### src/logic/srsc_defs.vh
`ifndef SRSC_DEFS_VH
`define SRSC_DEFS_VH

// -----------------------------------------------------------------
// register offsets (byte addresses)
// -----------------------------------------------------------------
`define SRSC_OFF_CTRL       12'h000
`define SRSC_OFF_STATUS     12'h004
`define SRSC_OFF_CONFIG     12'h008

// -----------------------------------------------------------------
// field positions
// -----------------------------------------------------------------
`define SRSC_CTRL_HALT_BIT  0
`define SRSC_CTRL_RESET     32'h0000_0001
`define SRSC_ST_HALTED_BIT  0
`define SRSC_ST_RUN_BIT     1
`define SRSC_ST_INRST_BIT   2
`define SRSC_CFG_M01_BIT    0
`define SRSC_CFG_M23_BIT    1
`define SRSC_CFG_M45_BIT    2
`define SRSC_CFG_MODE_LSB   4
`define SRSC_CFG_EEP_BIT    8
`define SRSC_CFG_RSVD_BIT   9

// -----------------------------------------------------------------
// switch mode encodings
// -----------------------------------------------------------------
`define SRSC_MODE_NORMAL    4'h0
`define SRSC_MODE_EEPROM    4'h1

// -----------------------------------------------------------------
// timing: reset procedure length
// -----------------------------------------------------------------
`define SRSC_RST_PROC_NS    100
`define SRSC_CLK_NS         5
// 100 ns at a 5 ns clock, sized for the 8-bit procedure counter
`define SRSC_RST_CYCLES     8'h14

`endif

### src/logic/srsc_reset_strap.v
// What this block does
// - merge23 strap low: ports 2,3 one x8
// - merge23 strap high: ports 2,3 separate x4
// - merge45 strap low: ports 4,5 one x8
// - merge45 strap high: ports 4,5 separate x4
// - merge01 strap low x8, high two x4
// - system reset clears logic, starts link reset
// - halt strap holds reset, SMBus stays alive
// - only clearing halt bit releases halted state
// - mode 0 normal, 1 eeprom, rest reserved
//
// The placing of the registers and register access over APB are this design's own decisions.
`timescale 1ns/1ps
`default_nettype none
`include "srsc_defs.vh"

module srsc_reset_strap (
  input  wire        core_clk,
  input  wire        rstn,
  input  wire        system_reset_n,
  input  wire        pair01_merge_n,
  input  wire        pair23_merge_n,
  input  wire        pair45_merge_n,
  input  wire        reset_hold_strap,
  input  wire [3:0]  switch_mode_strap,
  input  wire        psel,
  input  wire        penable,
  input  wire        pwrite,
  input  wire [11:0] paddr,
  input  wire [31:0] pwdata,
  output wire        pready,
  output reg  [31:0] prdata,
  output wire        pslverr,
  output reg         core_reset_n,
  output reg         link_fund_reset,
  output reg         smbus_enable,
  output reg  [2:0]  pair_merged,
  output reg  [15:0] lane_map_port0,
  output reg  [15:0] lane_map_port2,
  output reg  [15:0] lane_map_port4,
  output reg  [3:0]  switch_mode,
  output reg         eeprom_init_req,
  output reg         mode_reserved
);

  // -----------------------------------------------------------------
  // state machine
  // -----------------------------------------------------------------
  localparam [1:0] ST_RESET  = 2'b00;
  localparam [1:0] ST_PROC   = 2'b01;
  localparam [1:0] ST_HALTED = 2'b10;
  localparam [1:0] ST_RUN    = 2'b11;
  localparam [7:0] RST_CNT   = `SRSC_RST_CYCLES;

  reg  [1:0]  state;
  reg  [1:0]  next_state;
  reg  [7:0]  cnt;
  reg         sysrst_q;
  reg         halt_bit;
  reg         halt_strap_cap;
  reg  [3:0]  mode_cap;
  reg  [2:0]  merge_cap;
  reg  [31:0] next_prdata;
  wire [15:0] next_lane_map_port0;
  wire [15:0] next_lane_map_port2;
  wire [15:0] next_lane_map_port4;
  wire        bus_wr;
  wire        halt_clr;
  wire        proc_done;

  // -----------------------------------------------------------------
  // bus decode
  // -----------------------------------------------------------------
  // zero-wait slave: every access ends in its first access cycle
  assign pready    = 1'b1;
  assign pslverr   = 1'b0;
  assign bus_wr    = psel & penable & pwrite;
  // only a written 0 clears the halt bit; a written 1 is ignored
  assign halt_clr  = bus_wr && (paddr == `SRSC_OFF_CTRL) && !pwdata[`SRSC_CTRL_HALT_BIT];
  assign proc_done = (cnt == RST_CNT);

  // -----------------------------------------------------------------
  // next state
  // -----------------------------------------------------------------
  // system reset low overrides every state
  always @* begin
    next_state = state;
    case (state)
      ST_RESET:  if (system_reset_n) next_state = ST_PROC;
      ST_PROC:   if (proc_done) next_state = halt_strap_cap ? ST_HALTED : ST_RUN;
      ST_HALTED: if (!halt_bit) next_state = ST_RUN;
      ST_RUN:    next_state = ST_RUN;
      default:   next_state = ST_RESET;
    endcase
    if (!system_reset_n) next_state = ST_RESET;
  end

  // -----------------------------------------------------------------
  // sequencing
  // -----------------------------------------------------------------
  always @(posedge core_clk or negedge rstn) begin
    if (!rstn) begin
      state           <= ST_RESET;
      cnt             <= 8'h00;
      sysrst_q        <= 1'b0;
      core_reset_n    <= 1'b0;
      link_fund_reset <= 1'b1;
      smbus_enable    <= 1'b0;
    end else begin
      state           <= next_state;
      sysrst_q        <= system_reset_n;
      cnt             <= (state == ST_PROC && !proc_done) ? cnt + 8'h01 : 8'h00;
      core_reset_n    <= (next_state == ST_RUN);
      link_fund_reset <= (next_state == ST_RESET) || (next_state == ST_PROC);
      smbus_enable    <= (next_state == ST_HALTED) || (next_state == ST_RUN);
    end
  end

  // -----------------------------------------------------------------
  // strap capture
  // -----------------------------------------------------------------
  // sysrst_q starts low, so the first high edge after rstn captures too
  always @(posedge core_clk or negedge rstn) begin
    if (!rstn) begin
      halt_strap_cap <= 1'b0;
      mode_cap       <= 4'h0;
      merge_cap      <= 3'h0;
    end else begin
      if (!system_reset_n) begin
        halt_strap_cap <= reset_hold_strap;
      end
      if (system_reset_n && !sysrst_q) begin
        mode_cap  <= switch_mode_strap;
        merge_cap <= {~pair45_merge_n, ~pair23_merge_n, ~pair01_merge_n};
      end
    end
  end

  // -----------------------------------------------------------------
  // halt bit
  // -----------------------------------------------------------------
  // strap load wins over a bus clear while system reset is low
  always @(posedge core_clk or negedge rstn) begin
    if (!rstn) begin
      halt_bit <= 1'b0;
    end else if (!system_reset_n) begin
      halt_bit <= reset_hold_strap;
    end else if (halt_clr) begin
      halt_bit <= 1'b0;
    end
  end

  // -----------------------------------------------------------------
  // configuration outputs: lane maps, mode decode
  // -----------------------------------------------------------------
  // 2-bit entry per lane of the even port: 00 own lane, 01 taken from odd port
  genvar i;
  generate
    for (i = 0; i < 8; i = i + 1) begin : g_lane
      assign next_lane_map_port0[2*i+1:2*i] = (i >= 4 && merge_cap[0]) ? 2'b01 : 2'b00;
      assign next_lane_map_port2[2*i+1:2*i] = (i >= 4 && merge_cap[1]) ? 2'b01 : 2'b00;
      assign next_lane_map_port4[2*i+1:2*i] = (i >= 4 && merge_cap[2]) ? 2'b01 : 2'b00;
    end
  endgenerate

  always @(posedge core_clk or negedge rstn) begin
    if (!rstn) begin
      pair_merged     <= 3'h0;
      lane_map_port0  <= 16'h0000;
      lane_map_port2  <= 16'h0000;
      lane_map_port4  <= 16'h0000;
      switch_mode     <= 4'h0;
      eeprom_init_req <= 1'b0;
      mode_reserved   <= 1'b0;
    end else begin
      pair_merged     <= merge_cap;
      lane_map_port0  <= next_lane_map_port0;
      lane_map_port2  <= next_lane_map_port2;
      lane_map_port4  <= next_lane_map_port4;
      switch_mode     <= mode_cap;
      eeprom_init_req <= (mode_cap == `SRSC_MODE_EEPROM);
      mode_reserved   <= (mode_cap != `SRSC_MODE_NORMAL) && (mode_cap != `SRSC_MODE_EEPROM);
    end
  end

  // -----------------------------------------------------------------
  // apb read data
  // -----------------------------------------------------------------
  always @* begin
    next_prdata = 32'h0000_0000;
    case (paddr)
      `SRSC_OFF_CTRL: next_prdata[`SRSC_CTRL_HALT_BIT] = halt_bit;
      `SRSC_OFF_STATUS: begin
        next_prdata[`SRSC_ST_HALTED_BIT] = (state == ST_HALTED);
        next_prdata[`SRSC_ST_RUN_BIT]    = (state == ST_RUN);
        next_prdata[`SRSC_ST_INRST_BIT]  = (state == ST_RESET) || (state == ST_PROC);
      end
      `SRSC_OFF_CONFIG: begin
        next_prdata[`SRSC_CFG_M45_BIT:`SRSC_CFG_M01_BIT]     = merge_cap;
        next_prdata[`SRSC_CFG_MODE_LSB+3:`SRSC_CFG_MODE_LSB] = mode_cap;
        next_prdata[`SRSC_CFG_EEP_BIT]                       = eeprom_init_req;
        next_prdata[`SRSC_CFG_RSVD_BIT]                      = mode_reserved;
      end
      default: next_prdata = 32'h0000_0000;
    endcase
  end

  // -----------------------------------------------------------------
  // read data register
  // -----------------------------------------------------------------
  // loaded in the setup cycle, so the zero-wait access sees a flop
  always @(posedge core_clk or negedge rstn) begin
    if (!rstn) begin
      prdata <= 32'h0000_0000;
    end else if (psel && !penable && !pwrite) begin
      prdata <= next_prdata;
    end
  end

endmodule // srsc_reset_strap

`default_nettype wire
### config.mk
export PLATFORM = sky130hd
export DESIGN_NAME = srsc_reset_strap
export DESIGN_NICKNAME = d
export VERILOG_FILES = /design/src/logic/srsc_reset_strap.v
export VERILOG_INCLUDE_DIRS = /design/src /design/src/logic
export SDC_FILE = /design/constraint.sdc
export NUM_CORES = 1
export LEC_CHECK = 0
export BUFFER_PORTS_ARGS = -buffer_cell sky130_fd_sc_hd__buf_2
export CAP_MARGIN = 20
export CORE_MARGIN = 4
export CORE_UTILIZATION = 25
export CTS_BUF_LIST = sky130_fd_sc_hd__clkbuf_8
export DETAILED_ROUTE_END_ITERATION = 12
export PLACE_DENSITY = 0.6
export RECOVER_POWER = 25
export SYNTH_ARGS = -nofsm -noshare
export SYNTH_HDL_FRONTEND = slang
export SYNTH_SLANG_ARGS = --single-unit
export TNS_END_PERCENT = 5
### constraint.sdc
create_clock -name core_clk -period 1.5 [get_ports core_clk]
set_clock_uncertainty 0.05 [all_clocks]
set_input_delay 0.075 -clock core_clk [delete_from_list [all_inputs] [get_ports core_clk]]
set_output_delay 0.075 -clock core_clk [all_outputs]
set_load 0.02 [all_outputs]
==> flow_metrics.py <==
metrics = {
    "pwr": {
        "power_per_cell_area_nw_per_um2": 946.1,
        "ir_worst_vdd_v": 0.0004037,
        "leakage_nw": 1.327,
    },
    "placed_design": {
        "pre_cts_ws_ns": -0.03025,
        "place_area_um2": 2366,
        "dp_cells": 375,
        "io_buffers": 59,
        "dp_hpwl_mm": 3.297,
        "gp_congestion": 0.7343,
    },
    "grt": {
        "grt_pass1_vias": 1333,
        "grt_overflow_total": 0,
        "grt_pass1_wl_mm": 6.368,
        "grt_max_degree": 25,
        "grtUsageTotal_pct": 7.903,
        "antenna_found_initial": 0,
    },
    "sta": {
        "finalHoldViolCount": 0,
        "setup_ws_ns": 0.02301,
        "slew_headroom_pct": 33.28,
        "worst_slew_pin_slew_ns": 1.001,
        "slew_violations": 0,
        "period_share_pct": 98.47,
        "min_period_ns": 1.477,
        "max_freq_mhz": 677.1,
        "setup_viol": 0,
        "whs_ns": 0.09866,
        "rsz0062_at_grt": "true",
    },
    "die": {
        "coreArea_um2": 8678,
        "start_util_pct": 25.66,
        "die_h_um": 102.4,
        "io_pins": 152,
        "core.rowCount": 34,
        "die_x_um": 102.4,
        "dieArea_um2": 10480,
    },
    "clocking": {
        "cts_buffers": 5,
        "cts_buffer_depth": 2,
        "cts_tree": "yes",
        "cts.clk_slew.worst_paths_ns": 0.07,
        "cts_root_buffer": "clkbuf_8",
        "cts_sinks": 41,
        "htreeDepth": 2,
        "clk_latency_ns": 0.29,
    },
    "detailed_routing": {
        "wirelength_mm": 4.076,
        "routed_via_density": 3.742,
        "via_count": 1467,
        "drt_iter0_drc": 120,
        "drc": 0,
        "firstDrtPassIters": 4,
        "ant_nets": 0,
        "wire_per_inst_um": 10.40,
    },
    "cells_and_area": {
        "fillCellCount": 927,
        "multi_input_comb_area_um2": 820.8,
        "design_area_um2": 2551,
        "drive_gt1_share_pct": 29.23,
        "fin_nets": 343,
        "stdcell_count": 392,
        "insertedDiodeCount": 0,
        "synthToLayoutAreaGrowth_pct": 14.55,
        "seqCellArea_um2": 1027,
    },
    "setup_path": {
        "start_kind": "flop",
        "rrSetupSlack_ns": 0.02,
        "end_kind": "flop",
        "path_max_fanout": 8,
        "path_class": "flop to flop",
        "crit_arrival_ns": 1.59,
        "required_ns": 1.62,
    },
    "synth": {
        "synth_top_area_share_pct": 44.94,
        "syn_inst": 220,
        "synth_seq_area_share_pct": 46.12,
        "synth_area_um2": 2227,
        "synth.distinct_cells": 38,
        "synth_area_leaders": "dfrtp_1 45%, buf_4 25%, mux2_2 2.5%",
        "yosys_register_bits": 41,
        "yosysWarnings": 0,
        "avgSynthCellArea_um2": 10.12,
        "synth_area_leader_cell": "dfrtp_1",
    },
    "status": {
        "outcome": "finished clean",
    },
    "worst_hold_path": {
        "hold_path_class": "primary input to flop",
    },
    "job": {
        "cap_violations": 0,
    },
}
path summary, 6_finish.rpt:
path	cells past startpoint	endpoint	startpoint
worst max register to register	6	cnt[6]	cnt[1]
worst max-delay path	6	cnt[6]	cnt[1]
min in group asynchronous	2	switch_mode[3]	rstn
worst min register to register	0	switch_mode[3]	mode_cap[3]
max in group asynchronous	3	merge_cap[1]	rstn
worst min-delay path	3	halt_bit	paddr[3]
synthesized netlist by cell type (all sizes together):
cell type and number:
and3 1, nor4 3, a32oi 2, o31ai 3, nand4b 2, nor3 1
o21a 2, nand2 13, inv 13, buf 76, o211ai 1, xnor2 1
nand3 6, o21ai 14, or3b 2, a21o 1, a21oi 5, dfrtp 40
nand4 1, a31oi 1, dfstp 1, mux2 5, or3 3, nor4b 1
nand2b 2, a32o 1, a22oi 1, ha 2, nor2b 4, conb 2
nand4bb 1, xor2 2, nor2 7
cell usage in the layout (no fill, tap or decap), types with 2 or more instances in the layout:
cell,Yosys,layout
o21ai_1,6,6
a21oi_1,5,5
nor4_2,2,2
nor2b_1,4,4
buf_4,73,3
o31ai_1,3,3
or3b_4,1,2
conb_1,2,61
dfrtp_1,40,40
o21ai_0,8,8
or3_1,3,3
inv_1,13,14
clkbuf_8,0,5
nand2_1,13,13
mux2_2,5,5
buf_2,3,57
o21a_1,2,2
clkbuf_1,0,2
ha_1,2,2
nor2_1,7,7
a32oi_1,2,2
nand3_1,6,6
xor2_1,2,2
clkinv_2,0,2
dlygate4sd3_1,0,9
repair_timing:
item,4_1_cts,5_1_grt
endpoints found under the hold margin,37,0
pin swaps,0,0
hold buffers,9,0
resized for setup,2,2
setup buffers,0,0
endpoints found under the setup margin,3,17
stage by stage:
step,total power [W],utilization [%],setup TNS (ns)
2_1_floorplan,0.001743,-,0
3_3_place_gp,0.001734,27.26,-0.01957
3_5_place_dp,0.001741,27.26,-0.05347
4_1_cts,0.002454,29.35,0
5_1_grt,0.002562,29.40,-0.9204
6_report,0.002414,29.40,0
registers in the layout, summed over array words and instances (netlist names):
register,cells
merge_cap,3
halt_bit,1
switch_mode,4
mode_cap,4
smbus_enable,1
halt_strap_cap,1
pair_merged,2
state,2
mode_reserved,1
sysrst_q,1
prdata,9
core_reset_n,1
eeprom_init_req,1
cnt,8
lane_map_port4,1
link_fund_reset,1
layout make-up:
type,instances,area share (%)
flip-flops and latches,41,40.26
clock buffers,5,2.697
multi-input cells,149,32.17
inverters,13,1.913
well taps,108,5.297
clock inverters,3,0.5395
repair buffers,73,17.12
power by group:
group          total (W)  switching [W]  internal [W]
registers        0.00122      0.0000476       0.00118
clock network   0.000674       0.000359      0.000316
logic           0.000516       0.000361      0.000155
total            0.00241       0.000767       0.00165
critical path, cell delays in order, from the launching register on:
cell and delay [ns]:
dfrtp_1 0.38, inv_1 0.06, ha_1 0.12, or3b_4 0.39, o211ai_2 0.16, buf_6 0.15, a21oi_1 0.04
routing by layer:
| metal | global-route usage (%) | part of all wire (%) |
|---|---|---|
| met1 | 9.620 | 40 |
| met2 | 13.14 | 48 |
| met3 | 1.775 | 9.7 |
| met4 | 3.935 | 2.1 |
| met5 | 0 | 0 |
cell families (layout without fill, tap and decap cells):
logic type                 Yosys count  count (layout)  synth area share (%)
AOI/OAI and AO/OA                   31              31                 8.708
muxes                                5               5                 2.528
xor gates and xnor gates             3               3                 1.180
and+or+nand+nor                     47              47                 12.53
adders and majority gates            2               2                 1.123
DFF                                 41              41                 46.12
buffers and inverters               89              94                 27.47
other                                2              61                0.3372
(Power assumes the default switching activity.)
